## src/ircfg_consts.svh

```systemverilog
`ifndef IRCFG_CONSTS_SVH
`define IRCFG_CONSTS_SVH

// ----------------------------------------------------------------
// Register offsets and reset values
// ----------------------------------------------------------------
`define IRCFG_DEVCTL_OFS 8'h92
`define IRCFG_DIAG_OFS 8'h93
`define IRCFG_DEVCTL_RST 8'h66
`define IRCFG_DIAG_RST 8'h61
`define IRCFG_DEVCTL_WMASK 8'hEF
`define IRCFG_SHARED_MASK 8'h4F

// ----------------------------------------------------------------
// Field positions, device control
// ----------------------------------------------------------------
`define IRCFG_DC_HOLD 7
`define IRCFG_DC_LVFORCE 6
`define IRCFG_DC_IODIAG 5
`define IRCFG_DC_TEST 3
`define IRCFG_DC_MODE_HI 2
`define IRCFG_DC_MODE_LO 1
`define IRCFG_DC_NAND 0

// ----------------------------------------------------------------
// Field positions, diagnostic control
// ----------------------------------------------------------------
`define IRCFG_DG_IDMASK 7
`define IRCFG_DG_ROUTE 5
`define IRCFG_DG_NODT 4
`define IRCFG_DG_RETRY 3
`define IRCFG_DG_CARDDT 2
`define IRCFG_DG_HOSTDT 1
`define IRCFG_DG_ASYNC 0

// ----------------------------------------------------------------
// Timing counts, in clocks
// ----------------------------------------------------------------
`define IRCFG_RETRY_BASE 7'h10
`define IRCFG_RETRY_LONG 7'h40
`define IRCFG_DISCARD_SHORT 16'h0400
`define IRCFG_DISCARD_LONG 32768
`define IRCFG_INTERROG_FULL 65536
`define IRCFG_INTERROG_SHORT 16

`endif

```

## src/ircfg_pkg.sv

```systemverilog
package ircfg_pkg;
  typedef enum logic [1:0] {
    irq_par_only = 2'h0,
    irq_reserved = 2'h1,
    irq_ser_par = 2'h2,
    irq_ser_all = 2'h3
  } ircfg_irq_mode_t;
endpackage

```

## src/ircfg_regs.sv

```systemverilog
`timescale 1ns/1ps
`include "ircfg_consts.svh"
// Summary of operation
// - Hold bit set blocks software socket power-down while in D3.
// - Bit 6 forces reported low-voltage socket capability; resets to 1.
// - Bit 5 is a read/write diagnostic flag resetting to 1.
// - Bit 4 of device control reads zero; writes ignored.
// - Test bit shortens the interrogation counter; software writes zero.
// - Bits 2-1 select interrupt signalling; 11 after reset.
// - Shared bits 6 and 3-0 are changed only through function 0.
// - Bit 0 enables a NAND tree over input and bidirectional pins.
// - Identity mask bit makes identity reads return all ones.
// - Bit 5 picks card-change routing: legacy enable or select 0000b.
// - Diagnostic bit 4 disables delayed transactions.
// - Diagnostic bit 3 extends retry latency from 16 to 64.
// - Diagnostic bit 2 picks card-side discard timer, 2^10 or 2^15.
// - Diagnostic bit 1 picks host-side discard timer, 2^10 or 2^15.
// - Diagnostic bit 0 enables asynchronous card-change interrupt.
module ircfg_regs
  import ircfg_pkg::*;
#(
  parameter int NAND_PINS = 8,
  parameter int DISCARD_LONG = `IRCFG_DISCARD_LONG,
  parameter int INTERROG_FULL = `IRCFG_INTERROG_FULL,
  parameter int INTERROG_SHORT = `IRCFG_INTERROG_SHORT
) (
  input wire logic sys_clk,
  input wire logic rst_n,
  input wire logic cfg_wr,
  input wire logic cfg_rd,
  input wire logic cfg_func,
  input wire logic [7:0] cfg_addr,
  input wire logic [7:0] cfg_wdata,
  output logic [7:0] cfg_rdata,
  output logic cfg_rvalid,
  input wire logic [31:0] id_true_value,
  output logic [31:0] id_read_value,
  input wire logic sw_pwr_down_req,
  input wire logic in_d3,
  output logic socket_pwr_down,
  output logic low_volt_socket_force,
  output logic io_diag_flag,
  output logic irq_par_en,
  output logic irq_serial_en,
  output logic irq_ser_pci_en,
  output logic interrog_tick,
  output logic nand_tree_en,
  input wire logic [NAND_PINS-1:0] nand_pins,
  output logic nand_tree_out,
  input wire logic chg_legacy_en,
  input wire logic [3:0] chg_irq_sel,
  input wire logic card_chg_event,
  output logic card_change_route,
  output logic async_change_irq,
  output logic delayed_txn_off,
  output logic [6:0] retry_limit,
  input wire logic [1:0] dt_start,
  input wire logic [1:0] dt_clear,
  output logic [1:0] dt_expired
);

  // ----------------------------------------------------------------
  // Register access decode
  // ----------------------------------------------------------------
  logic [7:0] devctl_reg;
  logic [7:0] devctl_next;
  logic [7:0] diag_reg;
  logic [7:0] diag_next;
  logic [7:0] rdata_reg;
  logic rvalid_reg;
  wire hit_devctl = cfg_addr == `IRCFG_DEVCTL_OFS;
  wire hit_diag = cfg_addr == `IRCFG_DIAG_OFS;

  // Function 1 may not touch the shared bits
  wire [7:0] devctl_wmask = cfg_func ?
    (`IRCFG_DEVCTL_WMASK & ~`IRCFG_SHARED_MASK) : `IRCFG_DEVCTL_WMASK;
  assign devctl_next = (cfg_wr && hit_devctl) ?
    ((devctl_reg & ~devctl_wmask) | (cfg_wdata & devctl_wmask)) :
    devctl_reg;
  assign diag_next = (cfg_wr && hit_diag) ? cfg_wdata : diag_reg;
  wire [7:0] rd_mux = hit_devctl ? devctl_reg :
                      hit_diag ? diag_reg : 8'h00;

  always_ff @(posedge sys_clk or negedge rst_n) begin
    if (!rst_n) begin
      devctl_reg <= `IRCFG_DEVCTL_RST;
      diag_reg <= `IRCFG_DIAG_RST;
      rdata_reg <= 8'h00;
      rvalid_reg <= 1'b0;
    end else begin
      devctl_reg <= devctl_next;
      diag_reg <= diag_next;
      rdata_reg <= cfg_rd ? rd_mux : rdata_reg;
      rvalid_reg <= cfg_rd;
    end
  end

  assign cfg_rdata = rdata_reg;
  assign cfg_rvalid = rvalid_reg;

  // ----------------------------------------------------------------
  // Device control fields
  // ----------------------------------------------------------------
  ircfg_irq_mode_t irq_mode;
  assign irq_mode = ircfg_irq_mode_t'(
    devctl_reg[`IRCFG_DC_MODE_HI:`IRCFG_DC_MODE_LO]);
  assign low_volt_socket_force = devctl_reg[`IRCFG_DC_LVFORCE];
  assign io_diag_flag = devctl_reg[`IRCFG_DC_IODIAG];
  assign nand_tree_en = devctl_reg[`IRCFG_DC_NAND];

  // Reserved mode code enables nothing rather than guessing a mix
  assign irq_par_en = (irq_mode == irq_par_only) ||
                      (irq_mode == irq_ser_par);
  assign irq_serial_en = (irq_mode == irq_ser_par) ||
                         (irq_mode == irq_ser_all);
  assign irq_ser_pci_en = irq_mode == irq_ser_all;

  // ----------------------------------------------------------------
  // Socket power gating
  // ----------------------------------------------------------------
  logic pwr_down_reg;
  wire pwr_block = devctl_reg[`IRCFG_DC_HOLD] && in_d3;
  wire pwr_down_next = sw_pwr_down_req && !pwr_block;

  always_ff @(posedge sys_clk or negedge rst_n) begin
    if (!rst_n) begin
      pwr_down_reg <= 1'b0;
    end else begin
      pwr_down_reg <= pwr_down_next;
    end
  end

  assign socket_pwr_down = pwr_down_reg;

  // ----------------------------------------------------------------
  // Interrogation counter
  // ----------------------------------------------------------------
  logic [16:0] interrog_cnt_reg;
  logic interrog_tick_reg;
  wire [16:0] interrog_last = devctl_reg[`IRCFG_DC_TEST] ?
    17'(INTERROG_SHORT - 1) : 17'(INTERROG_FULL - 1);
  // Compare with >= so a switch to the short period never overshoots
  wire interrog_wrap = interrog_cnt_reg >= interrog_last;

  always_ff @(posedge sys_clk or negedge rst_n) begin
    if (!rst_n) begin
      interrog_cnt_reg <= 17'h00000;
      interrog_tick_reg <= 1'b0;
    end else begin
      interrog_cnt_reg <= interrog_wrap ? 17'h00000 :
                          interrog_cnt_reg + 17'h00001;
      interrog_tick_reg <= interrog_wrap;
    end
  end

  assign interrog_tick = interrog_tick_reg;

  // ----------------------------------------------------------------
  // NAND tree over input and bidirectional pins only
  // ----------------------------------------------------------------
  logic [NAND_PINS-1:0] nand_meta_reg;
  logic [NAND_PINS-1:0] nand_sync_reg;
  logic nand_out_reg;
  wire [NAND_PINS:0] nand_chain;
  assign nand_chain[0] = 1'b1;

  genvar gi;
  generate
    for (gi = 0; gi < NAND_PINS; gi++) begin : g_nand
      assign nand_chain[gi+1] = ~(nand_chain[gi] & nand_sync_reg[gi]);
    end
  endgenerate

  always_ff @(posedge sys_clk or negedge rst_n) begin
    if (!rst_n) begin
      nand_meta_reg <= '0;
      nand_sync_reg <= '0;
      nand_out_reg <= 1'b0;
    end else begin
      nand_meta_reg <= nand_pins;
      nand_sync_reg <= nand_meta_reg;
      nand_out_reg <= nand_tree_en && nand_chain[NAND_PINS];
    end
  end

  assign nand_tree_out = nand_out_reg;

  // ----------------------------------------------------------------
  // Identity readback and card-change routing
  // ----------------------------------------------------------------
  logic [31:0] id_value_reg;
  logic async_irq_reg;
  wire route_by_sel = diag_reg[`IRCFG_DG_ROUTE];
  assign card_change_route = route_by_sel ?
    (chg_irq_sel == 4'h0) : chg_legacy_en;
  wire async_irq_next = card_chg_event && card_change_route &&
                        diag_reg[`IRCFG_DG_ASYNC];

  always_ff @(posedge sys_clk or negedge rst_n) begin
    if (!rst_n) begin
      id_value_reg <= 32'h00000000;
      async_irq_reg <= 1'b0;
    end else begin
      id_value_reg <= diag_reg[`IRCFG_DG_IDMASK] ?
        32'hFFFFFFFF : id_true_value;
      async_irq_reg <= async_irq_next;
    end
  end

  assign id_read_value = id_value_reg;
  assign async_change_irq = async_irq_reg;

  // ----------------------------------------------------------------
  // Delayed transaction and retry controls
  // ----------------------------------------------------------------
  assign delayed_txn_off = diag_reg[`IRCFG_DG_NODT];
  assign retry_limit = diag_reg[`IRCFG_DG_RETRY] ?
    `IRCFG_RETRY_LONG : `IRCFG_RETRY_BASE;

  // ----------------------------------------------------------------
  // Discard timers: index 0 host side, index 1 card side
  // ----------------------------------------------------------------
  wire [1:0] dt_short_sel = {diag_reg[`IRCFG_DG_CARDDT],
                             diag_reg[`IRCFG_DG_HOSTDT]};
  logic [15:0] dt_cnt_reg [2];
  logic dt_run_reg [2];
  logic dt_exp_reg [2];

  generate
    for (gi = 0; gi < 2; gi++) begin : g_dt
      wire [15:0] dt_last = dt_short_sel[gi] ?
        (`IRCFG_DISCARD_SHORT - 16'h0001) :
        16'(DISCARD_LONG - 1);
      wire dt_done = dt_run_reg[gi] && dt_cnt_reg[gi] == dt_last;
      // A late start restarts the count; clear wins only if no start
      always_ff @(posedge sys_clk or negedge rst_n) begin
        if (!rst_n) begin
          dt_cnt_reg[gi] <= 16'h0000;
          dt_run_reg[gi] <= 1'b0;
          dt_exp_reg[gi] <= 1'b0;
        end else begin
          dt_cnt_reg[gi] <= (dt_start[gi] || !dt_run_reg[gi]) ?
            16'h0000 : dt_cnt_reg[gi] + 16'h0001;
          dt_run_reg[gi] <= dt_start[gi] ||
            (dt_run_reg[gi] && !dt_clear[gi] && !dt_done);
          dt_exp_reg[gi] <= dt_done && !dt_start[gi] && !dt_clear[gi];
        end
      end
    end
  endgenerate

  assign dt_expired = {dt_exp_reg[1], dt_exp_reg[0]};

  // ----------------------------------------------------------------
  // Assertions
  // ----------------------------------------------------------------
  a_reserved_bit_zero: assert property (
    @(posedge sys_clk) disable iff (!rst_n)
    devctl_reg[4] == 1'b0)
    else $error("reserved device control bit set");

  a_func1_shared_hold: assert property (
    @(posedge sys_clk) disable iff (!rst_n)
    cfg_wr && cfg_func && hit_devctl |=>
    (devctl_reg & `IRCFG_SHARED_MASK) ==
    ($past(devctl_reg) & `IRCFG_SHARED_MASK))
    else $error("function 1 changed a shared bit");

  a_power_hold_d3: assert property (
    @(posedge sys_clk) disable iff (!rst_n)
    devctl_reg[`IRCFG_DC_HOLD] && in_d3 |=> !socket_pwr_down)
    else $error("socket powered down while held in D3");

  a_power_pass: assert property (
    @(posedge sys_clk) disable iff (!rst_n)
    sw_pwr_down_req && !in_d3 |=> socket_pwr_down)
    else $error("power-down request lost");

  a_irq_mode_map: assert property (
    @(posedge sys_clk) disable iff (!rst_n)
    irq_ser_pci_en |-> irq_serial_en && !irq_par_en &&
    devctl_reg[2:1] == 2'h3)
    else $error("serialized mode decode wrong");

  a_id_mask_ones: assert property (
    @(posedge sys_clk) disable iff (!rst_n)
    diag_reg[`IRCFG_DG_IDMASK] |=> id_read_value == 32'hFFFFFFFF)
    else $error("identity not masked");

  a_id_true_pass: assert property (
    @(posedge sys_clk) disable iff (!rst_n)
    !diag_reg[`IRCFG_DG_IDMASK] |=>
    id_read_value == $past(id_true_value))
    else $error("identity value altered");

  a_route_select: assert property (
    @(posedge sys_clk) disable iff (!rst_n)
    route_by_sel && chg_irq_sel != 4'h0 |-> !card_change_route)
    else $error("card change routed with nonzero select");

  a_async_irq: assert property (
    @(posedge sys_clk) disable iff (!rst_n)
    card_chg_event && card_change_route && !diag_reg[0] |=>
    !async_change_irq)
    else $error("async interrupt while disabled");

  a_retry_value: assert property (
    @(posedge sys_clk) disable iff (!rst_n)
    retry_limit == (diag_reg[3] ? 7'h40 : 7'h10))
    else $error("retry latency wrong");

  a_short_discard: assert property (
    @(posedge sys_clk) disable iff (!rst_n)
    dt_start[0] && dt_short_sel[0] ##1
    (!dt_start[0] && !dt_clear[0] && dt_short_sel[0])[*8]
    |-> dt_expired[0] == 1'b0)
    else $error("host discard timer expired early");

  a_test_tick: assert property (
    @(posedge sys_clk) disable iff (!rst_n)
    devctl_reg[3] && $past(devctl_reg[3]) |->
    interrog_cnt_reg < 17'(INTERROG_SHORT))
    else $error("short interrogation period not applied");

  c_id_masked: cover property (
    @(posedge sys_clk) disable iff (!rst_n)
    cfg_wr && hit_diag && cfg_wdata[7] ##1 id_read_value == '1);
  c_power_blocked: cover property (
    @(posedge sys_clk) disable iff (!rst_n)
    sw_pwr_down_req && pwr_block);
  c_discard_expire: cover property (
    @(posedge sys_clk) disable iff (!rst_n)
    dt_expired[1]);
  c_async_irq: cover property (
    @(posedge sys_clk) disable iff (!rst_n)
    async_change_irq);

endmodule

```

## config.mk

```make
export PLATFORM = sky130hd
export DESIGN_NAME = ircfg_regs
export DESIGN_NICKNAME = d
export VERILOG_FILES = /design/src/ircfg_pkg.sv /design/src/ircfg_regs.sv
export VERILOG_INCLUDE_DIRS = /design/src
export SDC_FILE = /design/constraint.sdc
export NUM_CORES = 1
export LEC_CHECK = 0
export ABC_AREA = 0
export ABC_CLOCK_PERIOD_IN_PS = 2390
export BUFFER_PORTS_ARGS = -buffer_cell sky130_fd_sc_hd__buf_4
export CAP_MARGIN = 15
export CORE_MARGIN = 3
export CORE_UTILIZATION = 40
export CTS_BUF_LIST = sky130_fd_sc_hd__clkbuf_16
export DETAILED_ROUTE_END_ITERATION = 6
export GPL_ROUTABILITY_DRIVEN = 0
export HOLD_SLACK_MARGIN = 0.05
export PLACE_DENSITY = 0.64
export SETUP_SLACK_MARGIN = 0.3
export SLEW_MARGIN = 25
export SYNTH_ARGS = -nofsm -noshare
export SYNTH_HDL_FRONTEND = slang
export SYNTH_SLANG_ARGS = --single-unit
```

## constraint.sdc

```tcl
create_clock -name sys_clk -period 2.39 [get_ports sys_clk]
set_input_delay 0 -clock sys_clk [delete_from_list [all_inputs] [get_ports sys_clk]]
set_output_delay 0 -clock sys_clk [all_outputs]
set_load 0.1 [all_outputs]
```

==> results of run 1 <==
-- power groups by stage --
stage               combinational, mW  sequential (mW)  clock [mW]
finish                          0.771             2.30        2.39
global route                    0.815             2.30        2.55
CTS                             0.766             2.30        2.45
detailed placement              0.690             2.34           0
global placement                0.684             2.33           0
floorplan                       0.160             2.62           0
-- final cells by class --
cell class	count	area (um2)	area share, %
Sequential cell	129	3240	41.7
Timing Repair Buffer	200	1690	21.7
Clock buffer	17	425	5.47
Inverter	14	52.6	0.676
Clock inverter	14	125	1.61
Multi-Input combinational cell	295	2030	26.2
Tap cell	172	215	2.77
-- worst max path at each step --
stage,startpoint,end,slack [ns],depth (start not counted)
after global placement,register,interrog_cnt_reg[3]$_DFF_PN0_,0.26,7
after CTS,register,interrog_cnt_reg[4]$_DFF_PN0_,0.19,7
final,register,interrog_cnt_reg[5]$_DFF_PN0_,0.14,8
after floorplan,register,interrog_cnt_reg[12]$_DFF_PN0_,0.30,8
after detailed placement,register,interrog_cnt_reg[14]$_DFF_PN0_,0.20,7
after global routing,register,interrog_cnt_reg[6]$_DFF_PN0_,0.07,8
-- cell families after synthesis --
| logic type | Yosys count |
|---|---|
| AND/OR/NAND/NOR | 179 |
| flip-flops | 129 |
| AO/OA/AOI/OAI | 42 |
| XOR/XNOR | 38 |
| buffers and inverters | 34 |
| multiplexers | 16 |
| adder cells (fa/ha/maj) | 15 |
| other | 1 |
-- layout by cell type, fill, tap and decap left out, types with 13 or more instances in the layout --
| cell | instances |
|---|---|
| clkbuf_16 | 17 |
| inv_1 | 15 |
| nor2_1 | 57 |
| xnor2_1 | 18 |
| dfrtp_1 | 121 |
| a21oi_1 | 13 |
| nand2_1 | 15 |
| buf_4 | 136 |
| xor2_1 | 20 |
| mux2_2 | 16 |
| nand3_1 | 23 |
| or2_2 | 32 |
| dlygate4sd3_1 | 59 |
-- worst register-to-register path: stages (launching register included) --
cell and delay, ns:
dfrtp_4 0.49, buf_12 0.16, ha_4 0.26, nand4_1 0.09, or4b_4 0.56, a31oi_4 0.21, or2_4 0.17, buf_4 0.13
nor2_1 0.05
-- timing repair --
item                                    in CTS  in global routing
cloned                                       0                  1
setup buffers                                0                  3
hold endpoints to repair                   116                  0
hold buffers                                59                  0
endpoints found under the setup margin      17                 17
gates resized for setup                      0                 15
pin swaps                                    0                  5
-- routing by layer --
layer	GRT usage [%]	wire length [um]
met4	8.40	258
met5	0	0
met1	22.3	5200
met3	8.16	1260
met2	27.2	5890
==> qor.csv, run 1 <==
stage,metric,value,unit
job,cap_violations,0,
logic_synthesis,synth_top_family_by_area,simple AND/OR/NAND/NOR gates,
critical_path,crit_family,simple AND/OR/NAND/NOR gates,
timing,finalCriticalPeriod,2.25,ns
power_and_ir_drop,clkPwrFrac,43.8,%
logic_synthesis,yosysTopAreaCellShare,57.3,%
cts,clkTransAtPathRegs,0.05,ns
cts,cts_tree,done,
routing,avgViaCountPerCell,4.78,
logic_synthesis,synth_fa_ha_area_share,3.52,%
logic_synthesis,yosysWarnings,0,
logic_synthesis,synth_ff_type,dfrtp_1,
power_and_ir_drop,seqPwrFrac,42.1,%
logic_synthesis,synth_edf_count,0,
floorplanning,ios,135,
min_path,hold_class,in2reg,
routing,route.detailed.drc,0,
logic_synthesis,ys_top_cells_by_count,"dfrtp_1 (122), nor2_1 (57), or2_2 (32)",
cells_and_area,fin_cells,841,
place,pre_cts_slack,0.201,ns
floorplanning,coreArea,0.0128,mm2
place,port_buffers,129,
critical_path,critPathKind,reg2reg,
logic_synthesis,synth.mux.area_fraction,3.38,%
place,dp_hpwl,8.37,mm
cells_and_area,final_nets,745,
routing,vias,4022,
cts,clockBufferDepth,2,
cts,htreeDepth,4,
power_and_ir_drop,p_per_area,702,mW/mm2
timing,relSlewSlack,44.3,%
logic_synthesis,synth-async-reset-ratio,100,%
critical_path,crit_buf_inv,2,
cts,clock-sinks,129,
power_and_ir_drop,vdd_ir_drop_max,0.476,mV
timing,fin_setup_tns,0,ns
critical_path,max_stage_delay,0.56,ns
timing,rsz0062_at_grt,yes,
timing,worst_pin_slew,0.836,ns
logic_synthesis,synth_simple_gate_area_share,17.8,%
logic_synthesis,syn_inst,454,
critical_path,rr_worst_depth,8,
power_and_ir_drop,p_int,4.01,mW
timing,setup_violations,0,
outcome,status,finished clean,
grt,grt_pass1_vias,4119,
routing,drt_first_pass_iters,4,
timing,setup_ws,0.141,ns
timing,hold_viol,0,
floorplanning,die_y,121,um
timing,holdWs,0.157,ns
grt,grtUsageTotal,18.1,%
logic_synthesis,ys_types,45,
critical_path,rrSetupSlack,0.14,ns
power_and_ir_drop,comb_power_share,14.1,%
cts,cts_buffers,17,
cells_and_area,final_area,0.00778,mm2
min_path,hold_start,cfg_addr[0],
floorplanning,die_width,121,um
power_and_ir_drop,net-switching-power,1.45,mW
critical_path,reg2reg_to,interrog_cnt_reg[5]$_DFF_PN0_,
routing,wl_per_cell,15.0,um
power_and_ir_drop,p_leak,3.65,nW
logic_synthesis,synth_area_leaders,"dfrtp_1 (57%), nor2_1 (4.0%), or2_2 (3.8%)",
routing,routed_wl,12.6,mm
place,dp_cells,747,
power_and_ir_drop,p_sw_share,26.5,%
logic_synthesis,synth-compound-area-share,4.93,%
cells_and_area,utilization,60.7,%
grt,grt_overflow,0,
cells_and_area,synthToLayoutAreaGrowth,45.9,%
critical_path,critical_path.slowest_cell,or4b_4,
critical_path,crit_chain,buf_12 -> ha_4 -> nand4_1 -> or4b_4 -> a31oi_4 -> or2_4 -> buf_4 -> nor2_1,
logic_synthesis,synth.most_common_cell,dfrtp_1,
floorplanning,die_area,0.0147,mm2
logic_synthesis,seq_area_frac_synth,60.7,%
logic_synthesis,netlist_area,0.00533,mm2
min_path,min_path_cells,4,
place,dpl_cell_area,0.00652,mm2
cells_and_area,drive_gt1_share,35.1,%
cts,clockRootBuffer,clkbuf_16,
critical_path,worstPathMaxFanout,7,
critical_path,required,2.69,ns
logic_synthesis,yosys.area.top_type,dfrtp_1,
floorplanning,rows,41,
cts,insertion_delay,0.41,ns
cells_and_area,diodes,0,
floorplanning,start_util,41.6,%
logic_synthesis,synth_xor_area_share,6.24,%
power_and_ir_drop,power.total,5.46,mW
critical_path,arrival,2.54,ns
min_path,whs_endpoint,cfg_rdata[6]$_DFFE_PN0P_,
timing,slew_violations,0,
timing,fmax,0.445,GHz
cells_and_area,n_fill_cell,1010,
grt,antenna_found_initial,0,
timing,finalCritPeriodShare,94.1,%
logic_synthesis,avgSynthCellArea,11.7,um2
grt,grt_pass1_wl,20.3,mm
critical_path,crit_path_end_kind,register,
timing,skew,0.00867,ns
logic_synthesis,ys_ff_latch,129,
routing,antenna_left,0,
grt,grt_max_degree,50,
routing,drtIter0Drc,146,
critical_path,cp-start-kind,register,
No activity file was read; power rests on OpenSTA's default activity.
==> run 2, diff against run 1 <==
CORE_UTILIZATION = 53   (was 40)
PLACE_DENSITY = 0.81   (was 0.64)
==> qor.csv, run 2 (synthesized netlist as in run 1, its figures left out) <==
stage,metric,value,unit,change
outcome,status,"finished, violations left",,
outcome,violations,negative setup slack,,
cells_and_area,final_nets,746,,+0.13%
cells_and_area,final_area,0.00789,mm2,+1.4%
critical_path,reg2reg_to,interrog_cnt_reg[3]$_DFF_PN0_,,
floorplanning,ios,135,,unchanged
cells_and_area,final_common_cell,buf_4,,
routing,avgViaCountPerCell,5.49,,+15%
routing,vias,4387,,+9.1%
power_and_ir_drop,vdd_ir_drop_max,0.830,mV,+74%
critical_path,arrival,2.69,ns,+0.15 ns
critical_path,crit_path_end_kind,register,,
timing,finalCritPeriodShare,100,%,+6.3 points
grt,grt_pass1_vias,4671,,+13%
floorplanning,start_util,56.1,%,+15 points
power_and_ir_drop,net-switching-power,1.60,mW,+11%
cts,cts_tree,done,,
cts,clockBufferDepth,2,,unchanged
grt,antenna_found_initial,0,,unchanged
routing,drtIter0Drc,369,,+150%
power_and_ir_drop,clkPwrFrac,47.1,%,+3.3 points
critical_path,rr_worst_depth,8,,unchanged
floorplanning,die_area,0.0113,mm2,-23%
place,dp_cells,700,,-6.3%
cells_and_area,n_fill_cell,464,,-54%
job,cap_violations,0,,unchanged
power_and_ir_drop,p_leak,3.71,nW,+1.5%
routing,antenna_left,0,,unchanged
power_and_ir_drop,comb_power_share,13.6,%,-0.5 points
cells_and_area,drive_gt1_share,37.0,%,+1.9 points
floorplanning,die_width,106,um,-12%
timing,skew,0.00793,ns,-0.000739 ns
cells_and_area,synthToLayoutAreaGrowth,48.0,%,
timing,relSlewSlack,43.8,%,-0.46 points
routing,routed_wl,16.6,mm,+31%
place,dpl_cell_area,0.00645,mm2,-1.1%
critical_path,critPathKind,reg2reg,,
cts,clock-sinks,129,,unchanged
cts,clkTransAtPathRegs,0.06,ns,about the same
grt,grt_pass1_wl,24.2,mm,+19%
cts,htreeDepth,4,,unchanged
critical_path,rrSetupSlack,-0.008,ns,-0.15 ns
cts,cts_buffers,17,,unchanged
place,dp_hpwl,8.28,mm,-1.2%
critical_path,required,2.68,ns,about the same
cts,insertion_delay,0.42,ns,about the same
grt,grtUsageTotal,28.3,%,+10 points
min_path,hold_class,in2async,,
routing,drt_first_pass_iters,7,,+3
cells_and_area,multi_input_area,0.00208,mm2,+2.3%
routing,wl_per_cell,20.7,um,+38%
timing,finalCriticalPeriod,2.40,ns,+0.150 ns
power_and_ir_drop,seqPwrFrac,39.3,%,-2.8 points
timing,worst_pin_slew,0.843,ns,+0.00691 ns
power_and_ir_drop,p_per_area,742,mW/mm2,+5.8%
floorplanning,rows,35,,-15%
cts,clockRootBuffer,clkbuf_16,,
critical_path,worstPathMaxFanout,8,,+1
timing,setup_violations,2,,+2
floorplanning,coreArea,0.00950,mm2,-26%
routing,route.detailed.drc,0,,unchanged
timing,rsz0062_at_grt,yes,,
cells_and_area,final_cell_mix,"buf_4 (135), dfrtp_1 (121), dlygate4sd3_1 (60)",,
power_and_ir_drop,p_int,4.25,mW,+6.0%
place,port_buffers,129,,unchanged
power_and_ir_drop,power.total,5.86,mW,+7.3%
grt,grt_max_degree,61,,+22%
critical_path,cp-start-kind,register,,
grt,grt_overflow,0,,unchanged
timing,hold_viol,0,,unchanged
timing,slew_violations,0,,unchanged
place,pre_cts_slack,0.208,ns,+0.00674 ns
cells_and_area,seq_area,0.00324,mm2,unchanged
timing,fmax,0.417,GHz,-6.2%
cells_and_area,diodes,0,,unchanged
cells_and_area,fin_cells,799,,-5.0%
power_and_ir_drop,p_sw_share,27.4,%,+0.88 points
timing,setup_ws,-0.00825,ns,-0.150 ns
floorplanning,die_y,106,um,-12%
run 2: cell count changes in the layout (fill, tap and decap cells not counted), sizes merged:
cell         before  now
bufinv            2    4
clkinvlp          3    2
dlygate4sd3      59   60
inv              15   18
buf             141  139
clkbuf           17   19
clkinv            8    4
run 2: worst max path at each step:
stage	from	to	slack [ns]	cells past startpoint
after floorplan	register	interrog_cnt_reg[12]$_DFF_PN0_	0.30	8
after global placement	register	interrog_cnt_reg[6]$_DFF_PN0_	0.26	7
after detailed placement	register	interrog_cnt_reg[8]$_DFF_PN0_	0.21	7
after CTS	register	interrog_cnt_reg[9]$_DFF_PN0_	0.14	7
after global routing	register	interrog_cnt_reg[2]$_DFF_PN0_	-0.04	8
final	register	interrog_cnt_reg[3]$_DFF_PN0_	-0.008	8
run 2: critical path: stages, from the launching register on:
cell       delay [ns]
dfrtp_4          0.50
buf_12           0.17
ha_1             0.30
nand4_1          0.11
or4b_4           0.52
a31oi_4          0.23
or2_4            0.21
clkbuf_16        0.17
nor2_1           0.06
run 2: metrics by stage:
stage / util (%) / setup TNS, ns / hold WS (ns)
floorplan: - / 0 / -0.296
global placement: 67.8 / 0 / 0.0224
detailed placement: 67.8 / 0 / 0.0274
CTS: 80.6 / 0 / 0.135
global route: 83.0 / -0.263 / 0.184
finish: 83.0 / -0.00854 / 0.124
run 2: routing by layer:
| metal | up-vias | global-route usage [%] | part of all wire, % |
|---|---|---|---|
| li1 | 1934 | - | - |
| met1 | 2152 | 30.3 | 35 |
| met2 | 240 | 51.2 | 53 |
| met3 | 61 | 7.65 | 7.5 |
| met4 | 0 | 14.0 | 4.3 |
| met5 | - | 0 | 0 |
run 2: layout make-up:
cell class,count,area share (%)
clock buffers,17,5.39
clock inverters,14,2.43
inverters,14,0.666
multi-input cells,295,26.4
flip-flops and latches,129,41.1
well taps,129,2.05
repair buffers,201,22.0
run 2: power by group through the flow:
stage          Combinational [mW]  Clock, mW  Sequential [mW]
4_1_cts                     0.765       2.72             2.30
6_report                    0.794       2.76             2.30
3_5_place_dp                0.683          0             2.34
2_1_floorplan               0.160          0             2.62
5_1_grt                     0.824       2.86             2.31
3_3_place_gp                0.673          0             2.33
run 2: repair_timing:
action	CTS	global route
pin swaps	0	8
resized for setup	0	25
endpoints found under the setup margin	17	18
hold buffers	60	0
hold endpoints to repair	113	0
buffers inserted	0	6
gates cloned	0	2
